`src/hw/power_mode_pkg.sv`:
```
// constants shared by the power mode and clock gating logic
// assumes a 200 MHz system clock and an AXI4-Lite register bus
package power_mode_pkg;

   // register byte addresses
   localparam logic [31:0] POWER_MODE_CONTROL_ADDR      = 32'hE01FC0C0;
   localparam logic [31:0] PERIPHERAL_CLOCK_ENABLE_ADDR = 32'hE01FC0C4;

   // values after reset
   localparam logic [1:0]  POWER_MODE_CONTROL_RESET      = 2'h0;
   localparam logic [31:0] PERIPHERAL_CLOCK_ENABLE_RESET = 32'h00001FBE;
   // bits that hold state; all others read as zero
   localparam logic [31:0] PERIPHERAL_CLOCK_ENABLE_USED  = 32'h0081FFBE;

   // mode bit positions
   localparam int PROCESSOR_SLEEP_BIT = 0;
   localparam int DEEP_SLEEP_BIT      = 1;

   // gate bit positions
   localparam int TIMER0_GATE         = 1;
   localparam int TIMER1_GATE         = 2;
   localparam int SERIAL0_GATE        = 3;
   localparam int SERIAL1_GATE        = 4;
   localparam int PULSE_WIDTH_GATE    = 5;
   localparam int TWO_WIRE_GATE       = 7;
   localparam int SERIAL_PORT0_GATE   = 8;
   localparam int CALENDAR_CLOCK_GATE = 9;
   localparam int SERIAL_PORT1_GATE   = 10;
   localparam int EXTERNAL_MEMORY_GATE = 11;
   localparam int CONVERTER_GATE      = 12;
   localparam int FIELD_BUS1_GATE     = 13;
   localparam int SYNC_SERIAL_GATE    = 23;

   // oscillator restart time after a wake from power-down
   localparam int CLOCK_PERIOD_PS   = 5000;
   localparam int OSC_START_NS      = 1000;
   localparam int OSC_START_CYCLES  =
      (OSC_START_NS * 1000 + CLOCK_PERIOD_PS - 1) / CLOCK_PERIOD_PS;

   // peripheral clock divide, one enable pulse per period
   localparam int PCLK_DIVIDE = 4;

   // axi responses
   localparam logic [1:0] RESP_OKAY   = 2'h0;
   localparam logic [1:0] RESP_SLVERR = 2'h2;

   // operating modes; run to idle and back are one bit apart
   typedef enum logic [1:0] {
      MODE_RUN  = 2'h0,
      MODE_DOWN = 2'h1,
      MODE_WAKE = 2'h3,
      MODE_IDLE = 2'h2
   } mode_t;

endpackage

```
`src/hw/pin_sync3.sv`:
```
// three-stage synchroniser for a group of asynchronous pins
// assumes one system clock; output moves once stages two and three agree
`timescale 1ns/1ps
module pin_sync3 #(
   parameter int WIDTH = 4
) (
   input  wire logic             clock,
   input  wire logic             rst_n,
   input  wire logic [WIDTH-1:0] pin,
   output logic      [WIDTH-1:0] level
);

   initial begin
      if (WIDTH < 1) $error("pin_sync3 needs at least one pin");
   end

   // one chain per pin; first stage feeds only the second
   for (genvar i = 0; i < WIDTH; i++) begin : g_bit
      logic s1;
      logic s2;
      logic s3;
      always_ff @(posedge clock or negedge rst_n) begin
         if (!rst_n) begin
            s1 <= 1'b0;
            s2 <= 1'b0;
            s3 <= 1'b0;
         end else begin
            s1 <= pin[i];
            s2 <= s1;
            s3 <= s2;
         end
      end
      // hold the last agreed value while the stages disagree
      always_ff @(posedge clock or negedge rst_n) begin
         if (!rst_n) begin
            level[i] <= 1'b0;
         end else if (s2 == s3) begin
            level[i] <= s3;
         end
      end
   end

endmodule

```
`src/hw/clock_gate_bank.sv`:
```
// bank of clock enables for the gated peripherals
// assumes peripherals qualify their logic with enable and pclk_tick
`timescale 1ns/1ps
module clock_gate_bank #(
   parameter int WIDTH = 32
) (
   input  wire logic             clock,
   input  wire logic             rst_n,
   input  wire logic             pclk_tick,
   input  wire logic             run,
   input  wire logic [WIDTH-1:0] request,
   input  wire logic [WIDTH-1:0] reset_value,
   output logic      [WIDTH-1:0] enable
);

   initial begin
      if (WIDTH < 1) $error("clock_gate_bank needs a width");
   end

   // enables move only on a peripheral clock tick, and once in the first cycle after reset, so no pulse is cut short
   for (genvar i = 0; i < WIDTH; i++) begin : g_gate
      logic rst_q;
      always_ff @(posedge clock or negedge rst_n) begin
         if (!rst_n) begin
            rst_q <= 1'b1;
         end else begin
            rst_q <= 1'b0;
         end
      end
      always_ff @(posedge clock or negedge rst_n) begin
         if (!rst_n) begin
            enable[i] <= 1'b0;
         end else if (rst_q) begin
            enable[i] <= reset_value[i] & run;
         end else if (pclk_tick) begin
            enable[i] <= request[i] & run;
         end
      end
   end

   a_gate_stable: assert property (@(posedge clock) disable iff (!rst_n)
      !pclk_tick && !$past(!rst_n) |=> $stable(enable))
      else $error("gate enable moved between ticks");

   a_gate_off: assert property (@(posedge clock) disable iff (!rst_n)
      pclk_tick && !run |=> enable == '0)
      else $error("gate enable stayed on while clocks stopped");

endmodule

```
`src/hw/power_mode_clock_gating.sv`:
```
// power mode control and peripheral clock gating with an AXI4-Lite slave
// assumes one 200 MHz clock, interrupts already masked by the controller,
// and wake pins asynchronous to the clock
//
// Implementation choice: the AXI4-Lite register port.
`timescale 1ns/1ps
module power_mode_clock_gating #(
   parameter int IRQ_COUNT  = 16,
   parameter int WAKE_COUNT = 4
) (
   input  wire logic                  clock,
   input  wire logic                  rst_n,
   input  wire logic [31:0]           awaddr,
   input  wire logic                  awvalid,
   output logic                       awready,
   input  wire logic [31:0]           wdata,
   input  wire logic [3:0]            wstrb,
   input  wire logic                  wvalid,
   output logic                       wready,
   output logic [1:0]                 bresp,
   output logic                       bvalid,
   input  wire logic                  bready,
   input  wire logic [31:0]           araddr,
   input  wire logic                  arvalid,
   output logic                       arready,
   output logic [31:0]                rdata,
   output logic [1:0]                 rresp,
   output logic                       rvalid,
   input  wire logic                  rready,
   input  wire logic [IRQ_COUNT-1:0]  periph_irq,
   input  wire logic [WAKE_COUNT-1:0] ext_wake,
   output logic                       cpu_clock_en,
   output logic                       cpu_resume,
   output logic                       osc_enable,
   output logic                       pin_hold,
   output logic                       always_on_en,
   output logic [31:0]                periph_clock_en,
   output logic                       pclk_tick,
   output logic                       ssp_select
);

   initial begin
      if (IRQ_COUNT < 1 || WAKE_COUNT < 1)
         $error("need at least one interrupt and one wake pin");
      if (power_mode_pkg::OSC_START_CYCLES < 2 ||
          power_mode_pkg::OSC_START_CYCLES > 255)
         $error("oscillator start count must fit eight bits");
      // the tick divider is a two-bit counter
      if (power_mode_pkg::PCLK_DIVIDE < 2 ||
          power_mode_pkg::PCLK_DIVIDE > 4)
         $error("peripheral divide must lie between two and four");
   end

   localparam logic [7:0] START_CYCLES =
      8'(power_mode_pkg::OSC_START_CYCLES);
   localparam logic [1:0] TICK_LAST =
      2'(power_mode_pkg::PCLK_DIVIDE - 1);

   power_mode_pkg::mode_t state;
   power_mode_pkg::mode_t next_state;

   logic [1:0]  power_mode_control;
   logic [31:0] peripheral_clock_enable;
   logic [7:0]  wake_count;
   logic [1:0]  tick_count;
   logic [WAKE_COUNT-1:0] wake_level;
   logic        ext_event;
   logic        idle_wake;
   logic        aw_held;
   logic        w_held;
   logic [31:0] aw_addr_q;
   logic [31:0] w_data_q;
   logic [3:0]  w_strb_q;
   logic        write_go;
   logic        wr_mode;
   logic        wr_enable;
   logic        clocks_on;

   // external wake pins arrive with no clock relation
   pin_sync3 #(
      .WIDTH (WAKE_COUNT)
   ) u_wake_sync (
      .clock (clock),
      .rst_n (rst_n),
      .pin   (ext_wake),
      .level (wake_level)
   );

   assign ext_event = |wake_level;
   assign idle_wake = ext_event | (|periph_irq);

   // ---------------- register bus, write side ----------------

   // address and data are taken in either order, then applied together
   assign awready  = !aw_held && !bvalid;
   assign wready   = !w_held && !bvalid;
   assign write_go = aw_held && w_held && !bvalid;
   assign wr_mode  = write_go &&
      aw_addr_q == power_mode_pkg::POWER_MODE_CONTROL_ADDR;
   assign wr_enable = write_go &&
      aw_addr_q == power_mode_pkg::PERIPHERAL_CLOCK_ENABLE_ADDR;

   always_ff @(posedge clock or negedge rst_n) begin
      if (!rst_n) begin
         aw_held   <= 1'b0;
         aw_addr_q <= 32'h00000000;
      end else if (awvalid && awready) begin
         aw_held   <= 1'b1;
         aw_addr_q <= awaddr;
      end else if (write_go) begin
         aw_held <= 1'b0;
      end
   end

   always_ff @(posedge clock or negedge rst_n) begin
      if (!rst_n) begin
         w_held   <= 1'b0;
         w_data_q <= 32'h00000000;
         w_strb_q <= 4'h0;
      end else if (wvalid && wready) begin
         w_held   <= 1'b1;
         w_data_q <= wdata;
         w_strb_q <= wstrb;
      end else if (write_go) begin
         w_held <= 1'b0;
      end
   end

   // response one cycle after both halves are held; unmapped is an error
   always_ff @(posedge clock or negedge rst_n) begin
      if (!rst_n) begin
         bvalid <= 1'b0;
         bresp  <= power_mode_pkg::RESP_OKAY;
      end else if (write_go) begin
         bvalid <= 1'b1;
         bresp  <= (wr_mode || wr_enable) ? power_mode_pkg::RESP_OKAY
                                          : power_mode_pkg::RESP_SLVERR;
      end else if (bready) begin
         bvalid <= 1'b0;
      end
   end

   // ---------------- register bus, read side ----------------

   assign arready = !rvalid;

   // reserved bits read as zero
   always_ff @(posedge clock or negedge rst_n) begin
      if (!rst_n) begin
         rvalid <= 1'b0;
         rdata  <= 32'h00000000;
         rresp  <= power_mode_pkg::RESP_OKAY;
      end else if (arvalid && arready) begin
         rvalid <= 1'b1;
         rresp  <= power_mode_pkg::RESP_OKAY;
         if (araddr == power_mode_pkg::POWER_MODE_CONTROL_ADDR) begin
            rdata <= {30'h00000000, power_mode_control};
         end else if (araddr ==
                      power_mode_pkg::PERIPHERAL_CLOCK_ENABLE_ADDR) begin
            rdata <= peripheral_clock_enable;
         end else begin
            rdata <= 32'h00000000;
            rresp <= power_mode_pkg::RESP_SLVERR;
         end
      end else if (rready) begin
         rvalid <= 1'b0;
      end
   end

   // ---------------- power mode register ----------------

   // hardware clears both mode bits on a power-down wake and the sleep bit on an idle wake; a write in the same cycle wins
   always_ff @(posedge clock or negedge rst_n) begin
      if (!rst_n) begin
         power_mode_control <= power_mode_pkg::POWER_MODE_CONTROL_RESET;
      end else if (wr_mode && w_strb_q[0]) begin
         power_mode_control <= w_data_q[1:0];
      end else if (state == power_mode_pkg::MODE_DOWN && ext_event) begin
         power_mode_control <= 2'h0;
      end else if (state == power_mode_pkg::MODE_IDLE && idle_wake) begin
         power_mode_control[power_mode_pkg::PROCESSOR_SLEEP_BIT] <= 1'b0;
      end
   end

   // ---------------- peripheral enable register ----------------

   // byte lanes honoured; unused bits never store a one
   always_ff @(posedge clock or negedge rst_n) begin
      if (!rst_n) begin
         peripheral_clock_enable <=
            power_mode_pkg::PERIPHERAL_CLOCK_ENABLE_RESET;
      end else if (wr_enable) begin
         for (int b = 0; b < 4; b++) begin
            if (w_strb_q[b]) begin
               peripheral_clock_enable[b*8 +: 8] <= w_data_q[b*8 +: 8] &
                  power_mode_pkg::PERIPHERAL_CLOCK_ENABLE_USED[b*8 +: 8];
            end
         end
      end
   end

   // ---------------- mode sequencer ----------------

   // deep sleep is checked first so both bits together mean power-down
   always_comb begin
      next_state = state;
      unique case (state)
         power_mode_pkg::MODE_RUN: begin
            if (power_mode_control[power_mode_pkg::DEEP_SLEEP_BIT]) begin
               next_state = power_mode_pkg::MODE_DOWN;
            end else if (
               power_mode_control[power_mode_pkg::PROCESSOR_SLEEP_BIT]) begin
               next_state = power_mode_pkg::MODE_IDLE;
            end
         end
         power_mode_pkg::MODE_IDLE: begin
            if (idle_wake) next_state = power_mode_pkg::MODE_RUN;
         end
         power_mode_pkg::MODE_DOWN: begin
            // only the clockless wake pins can end power-down
            if (ext_event) next_state = power_mode_pkg::MODE_WAKE;
         end
         power_mode_pkg::MODE_WAKE: begin
            if (wake_count == 8'h01) next_state = power_mode_pkg::MODE_RUN;
         end
      endcase
   end

   always_ff @(posedge clock or negedge rst_n) begin
      if (!rst_n) begin
         state <= power_mode_pkg::MODE_RUN;
      end else begin
         state <= next_state;
      end
   end

   // oscillator settle time before clocks are released again
   always_ff @(posedge clock or negedge rst_n) begin
      if (!rst_n) begin
         wake_count <= 8'h00;
      end else if (next_state == power_mode_pkg::MODE_WAKE &&
                   state == power_mode_pkg::MODE_DOWN) begin
         wake_count <= START_CYCLES;
      end else if (state == power_mode_pkg::MODE_WAKE) begin
         wake_count <= wake_count - 8'h01;
      end
   end

   // clock outputs follow the next mode so they change with the state
   always_ff @(posedge clock or negedge rst_n) begin
      if (!rst_n) begin
         cpu_clock_en <= 1'b1;
         osc_enable   <= 1'b1;
         pin_hold     <= 1'b0;
         cpu_resume   <= 1'b0;
      end else begin
         cpu_clock_en <= next_state == power_mode_pkg::MODE_RUN;
         osc_enable   <= next_state != power_mode_pkg::MODE_DOWN;
         pin_hold     <= next_state == power_mode_pkg::MODE_DOWN ||
                         next_state == power_mode_pkg::MODE_WAKE;
         // one pulse: the processor restarts at the instruction it stopped
         cpu_resume   <= next_state == power_mode_pkg::MODE_RUN &&
                         state != power_mode_pkg::MODE_RUN;
      end
   end

   // peripherals keep running in idle but not while the oscillator is off
   assign clocks_on = state == power_mode_pkg::MODE_RUN ||
                      state == power_mode_pkg::MODE_IDLE;

   // peripheral clock enable pulse; held high outside run and idle so the gates clear
   always_ff @(posedge clock or negedge rst_n) begin
      if (!rst_n) begin
         tick_count <= 2'h0;
         pclk_tick  <= 1'b0;
      end else if (!clocks_on) begin
         tick_count <= 2'h0;
         pclk_tick  <= 1'b1;
      end else begin
         tick_count <= (tick_count == TICK_LAST) ? 2'h0 : tick_count + 2'h1;
         pclk_tick  <= tick_count == TICK_LAST;
      end
   end

   // ungated units stop in power-down and during the oscillator settle time
   always_ff @(posedge clock or negedge rst_n) begin
      if (!rst_n) begin
         always_on_en <= 1'b1;
      end else begin
         always_on_en <= clocks_on;
      end
   end

   // second serial port turns into the synchronous serial port
   always_ff @(posedge clock or negedge rst_n) begin
      if (!rst_n) begin
         ssp_select <= 1'b0;
      end else begin
         ssp_select <=
            peripheral_clock_enable[power_mode_pkg::SYNC_SERIAL_GATE] &&
            !peripheral_clock_enable[power_mode_pkg::SERIAL_PORT1_GATE];
      end
   end

   // one enable per register bit: timers, serial, two-wire, calendar,
   // memory controller, converter and field buses at their positions
   clock_gate_bank #(
      .WIDTH (32)
   ) u_gates (
      .clock       (clock),
      .rst_n       (rst_n),
      .pclk_tick   (pclk_tick),
      .run         (clocks_on),
      .request     (peripheral_clock_enable),
      .reset_value (power_mode_pkg::PERIPHERAL_CLOCK_ENABLE_RESET),
      .enable      (periph_clock_en)
   );

   // ---------------- checks ----------------

   a_down_priority: assert property (@(posedge clock) disable iff (!rst_n)
      state == power_mode_pkg::MODE_RUN && power_mode_control == 2'h3
      |=> state == power_mode_pkg::MODE_DOWN)
      else $error("both mode bits did not give power-down");

   a_idle_entry: assert property (@(posedge clock) disable iff (!rst_n)
      state == power_mode_pkg::MODE_RUN && power_mode_control == 2'h1
      |=> state == power_mode_pkg::MODE_IDLE && !cpu_clock_en
          && osc_enable)
      else $error("idle entry did not stop only the processor");

   a_idle_exit: assert property (@(posedge clock) disable iff (!rst_n)
      state == power_mode_pkg::MODE_IDLE && |periph_irq
      |=> state == power_mode_pkg::MODE_RUN && cpu_clock_en
          && cpu_resume)
      else $error("interrupt did not end idle");

   a_down_clocks: assert property (@(posedge clock) disable iff (!rst_n)
      state == power_mode_pkg::MODE_RUN &&
      power_mode_control[power_mode_pkg::DEEP_SLEEP_BIT]
      |=> !osc_enable && !cpu_clock_en && pin_hold ##1 !always_on_en)
      else $error("power-down left a clock running");

   a_down_hold: assert property (@(posedge clock) disable iff (!rst_n)
      state == power_mode_pkg::MODE_DOWN && !ext_event && !wr_mode
      |=> state == power_mode_pkg::MODE_DOWN && pin_hold)
      else $error("power-down ended without a wake pin");

   a_wake_clear: assert property (@(posedge clock) disable iff (!rst_n)
      state == power_mode_pkg::MODE_DOWN && ext_event && !wr_mode
      |=> osc_enable && !power_mode_control[1])
      else $error("wake did not restart oscillator or clear the bit");

   a_wake_time: assert property (@(posedge clock) disable iff (!rst_n)
      $rose(state == power_mode_pkg::MODE_WAKE)
      |-> ##199 state == power_mode_pkg::MODE_WAKE
          ##1 state == power_mode_pkg::MODE_RUN)
      else $error("oscillator settle time wrong");

   a_resume_once: assert property (@(posedge clock) disable iff (!rst_n)
      cpu_resume |-> cpu_clock_en ##1 !cpu_resume)
      else $error("resume pulse repeated");

   a_ssp_route: assert property (@(posedge clock) disable iff (!rst_n)
      peripheral_clock_enable[23] && !peripheral_clock_enable[10]
      |=> ssp_select)
      else $error("synchronous serial not selected");

endmodule

```
`config.mk`:
```
export PLATFORM = sky130hd
export DESIGN_NAME = power_mode_clock_gating
export DESIGN_NICKNAME = d
export VERILOG_FILES = /design/src/hw/power_mode_pkg.sv /design/src/hw/pin_sync3.sv /design/src/hw/clock_gate_bank.sv /design/src/hw/power_mode_clock_gating.sv
export SDC_FILE = /design/constraint.sdc
export NUM_CORES = 1
export LEC_CHECK = 0
export ABC_CLOCK_PERIOD_IN_PS = 1920
export BUFFER_PORTS_ARGS = -buffer_cell sky130_fd_sc_hd__buf_4
export CAP_MARGIN = 10
export CORE_MARGIN = 2
export CORE_UTILIZATION = 45
export DETAILED_ROUTE_END_ITERATION = 6
export PLACE_DENSITY = 0.76
export SLEW_MARGIN = 20
export SYNTH_ARGS = -nofsm -noshare
export SYNTH_HDL_FRONTEND = slang
export SYNTH_SLANG_ARGS = --single-unit
```
`constraint.sdc`:
```
create_clock -name clock -period 1.92 [get_ports clock]
set_input_delay 0.384 -clock clock [delete_from_list [all_inputs] [get_ports clock]]
set_output_delay 0.384 -clock clock [all_outputs]
set_load 0.01 [all_outputs]
```
==> results.md <==
- Syn avg cell area: about 12 um^2
- Top Ports: ~210
- Die area: 0.0143 mm^2
- Status: finished with violations
- Pwr dens: approximately 1100 mW/mm^2
- Critical path class: flop to flop
- Area of the multi-input gates: 0.00218 mm^2
- Vias in the first global route: roughly 4400
- Failing checks: negative setup slack
- Post-layout instance area: between 0.008 and 0.009 mm^2
- Largest net degree at the start of global routing: 42
- DP Worst Slack: -0.171 ns
- Required @ worst endpoint: approximately 2.2 ns
- Max-Cap Viols: 0
- Pins Over Slew Limit: 0
- Starting density of the core: 0.457
- Mapped Area: between 0.005 and 0.006 mm^2
- Core Area: around 0.013 mm^2
- Yosys top cell area share: 0.542
- Layout cells sized above 1: 0.450
- Number of synthesized flops with an enable pin: 0
- Crit. End Element: flop
- Skew-Pair Late Insertion Delay: roughly 0.42 ns
- Leakage Power: between 3 and 4 nW
- N_diodes: 0
- Die H: roughly 120 um
- Initial antenna violation count: 0
- Filler Cells Inserted: 1058
- # DRC: 0
- Sequential share of the synthesized area: 0.608
- Routed len/inst: roughly 15 um
- Setup TNS: -0.0298 ns
- Overflow after GRT: 0
- Fmax: 513 MHz
- Area Growth Syn to Fin: 34.2%
- Final Core Density: 0.613
- DIE WIDTH: ~120 um
- Hold crit path type: input pin to flop
- Crit Path Max Fanout: 5
- Clock Tree Buf Depth: 2
- Placed cell area: 0.00736 mm^2
- Commonest non-fill, non-tap cell in the layout: buf_4
- Global-route wire length before repair: 21.6 mm
- Largest area contributor in the netlist: dfrtp_1
- Largest cells by area after synthesis: dfrtp_1 54%, mux2_2 13%, dfstp_2 6.6%
- TritonCTS clock tree: built
- RePlAce Congestion: between 0.8 and 0.9
- Min Tclk post-route: between 1.5 and 2 ns
- Tcrit/Tclk final: 1.02
- Startpoint Class: flop
- Via count: approximately 4200
- FFs w/ async S/R, synth: 1.00
- Drt pass-1 iters: 4
- Total Routing Usage GR: 0.197
- Leading cell types in the layout, fill and taps excluded: 169 x buf_4, 130 x dfrtp_1, 67 x mux2_2
- Yosys cell types: between 40 and 50
- VDD IR-drop max: between 0.0009 and 0.001 V
- Port Buffers: 157
- WHS: a little under 0.07 ns
- RSZ-0062 raised after global routing: true
- Final setup fails: 1
- Arrival time of the worst setup path: ~2.3 ns
- Rel. slew slack: 0.539
- CTS H-tree lvls: 4
- Final hold violation count: 0
- Clock Sinks: around 150
- Final Skew: roughly 0.0061 ns
- Synth Register Bits: roughly 150
- Worst Tran Pin Value: around 0.7 ns
- Post-Syn Instances: just under 500
- Register area: between 0.003 and 0.004 mm^2
- DRT iter0 DRCs: 332
- FP Rows: 42
- Final net count: just under 800
- Reg clk slew, reported paths: about 0.06 ns
- Post-route ant nets: 0
- Clock Root Buffer: clkbuf_16
- CTS Buf Count: 17
- HPWL Detailed: 9.88 mm
- Final setup margin: -0.0298 ns
- Primary FF master, synth: dfrtp_1
- Vias per cell: roughly 5
- Routed WL: 13.1 mm
- Synthesis warning total: 0
==> Yosys cell counts, types with 3 or more instances <==
library cell / number
mux2i_1: 5
a21oi_1: 19
ha_1: 3
dfrtp_1: 130
nor4_1: 10
nand2_1: 58
nand4_1: 3
nor2b_1: 3
nand3_1: 14
nor2_1: 12
inv_1: 8
mux2_2: 69
nand2b_1: 5
o21ai_0: 32
dfstp_2: 15
nand4b_1: 5
clkbuf_1: 22
nor4bb_1: 3
a22o_1: 3
buf_4: 33
maj3_1: 4
or3_1: 4
==> power breakdown <==
group	leakage, nW	internal (mW)	switching (mW)
registers	1.78	3.70	0.442
clock network	0.292	2.10	1.31
logic	1.67	0.937	0.586
==> stage by stage <==
step           total power, mW  std cells
2_1_floorplan             5.06        521
3_3_place_gp              5.52        816
3_5_place_dp              5.65        816
4_1_cts                   9.14        849
5_1_grt                   9.56        849
6_report                  9.08        849
==> state kept, by name, indices dropped and copies added, names as in the netlist, 2 cells and up <==
signal	flops
aw_addr_q	32
rdata	17
w_data_q	17
peripheral_clock_enable	16
u_gates.enable	16
wake_count	8
u_wake_sync.g_bit.s1	4
u_wake_sync.g_bit.s2	4
u_wake_sync.g_bit.s3	4
u_wake_sync.level	4
w_strb_q	3
power_mode_control	2
state	2
tick_count	2
==> layer usage <==
| metal | part of all wire | up-vias | global-route usage | wire [um] |
|---|---|---|---|---|
| li1 | - | 1977 | - | - |
| met1 | 0.39 | 2057 | 0.229 | 5070 |
| met2 | 0.50 | 194 | 0.325 | 6540 |
| met3 | 0.096 | 20 | 0.0781 | 1270 |
| met4 | 0.021 | 0 | 0.0787 | 276 |
| met5 | 0 | - | 0 | 0 |
==> cells by family (layout without fill, tap and decap cells) <==
kind of cell    after synthesis  in the layout  share of synthesized area
flops                       145            145                      0.608
simple gates                135            135                      0.122
mux                          74             74                      0.138
buf+inv                      63            215                     0.0601
compound gates               61             61                     0.0553
fa+ha+maj                     7              7                     0.0129
xor+xnor                      2              2                    0.00292
other cells                   1             34                   0.000625
==> layout make-up <==
type / instances / area share
clock buffers: 19 / 0.0550
clock inverters: 13 / 0.0216
inverters: 8 / 0.00373
multi-input cells: 313 / 0.270
flip-flops and latches: 145 / 0.453
well taps: 176 / 0.0274
repair buffers: 175 / 0.169
==> timing repair <==
item / CTS / global route
resized for setup: 9 / 3
hold buffers: 1 / 0
hold endpoints to repair: 32 / 0
endpoints found under the setup margin: 18 / 18
pin swaps: 6 / 0
buffers inserted: 0 / 0
==> path summary, 6_finish.rpt <==
path,slack (ns),depth (start not counted),end,start
worst max register to register,-0.03,6,power_mode_control[0]$_DFFE_PN0P_,aw_addr_q[4]$_DFFE_PN0P_
worst max-delay path,-0.03,6,power_mode_control[0]$_DFFE_PN0P_,aw_addr_q[4]$_DFFE_PN0P_
min in group asynchronous,0.44,2,aw_addr_q[4]$_DFFE_PN0P_,rst_n
max in group asynchronous,0.89,3,peripheral_clock_enable[11]$_DFFE_PN1P_,rst_n
worst min register to register,0.35,0,u_wake_sync.g_bit[3].s2$_DFF_PN0_,u_wake_sync.g_bit[3].s1$_DFF_PN0_
worst min-delay path,0.07,1,u_wake_sync.g_bit[3].s1$_DFF_PN0_,ext_wake[3]
==> worst max-delay path, stage by stage (launching register included) <==
cell,delay [ns]
dfrtp_1,0.41
nor4bb_4,0.33
nand3_2,0.12
nor4_4,0.30
buf_6,0.17
and3b_2,0.20
mux2_4,0.29
Power figures use the tool's default switching activity.
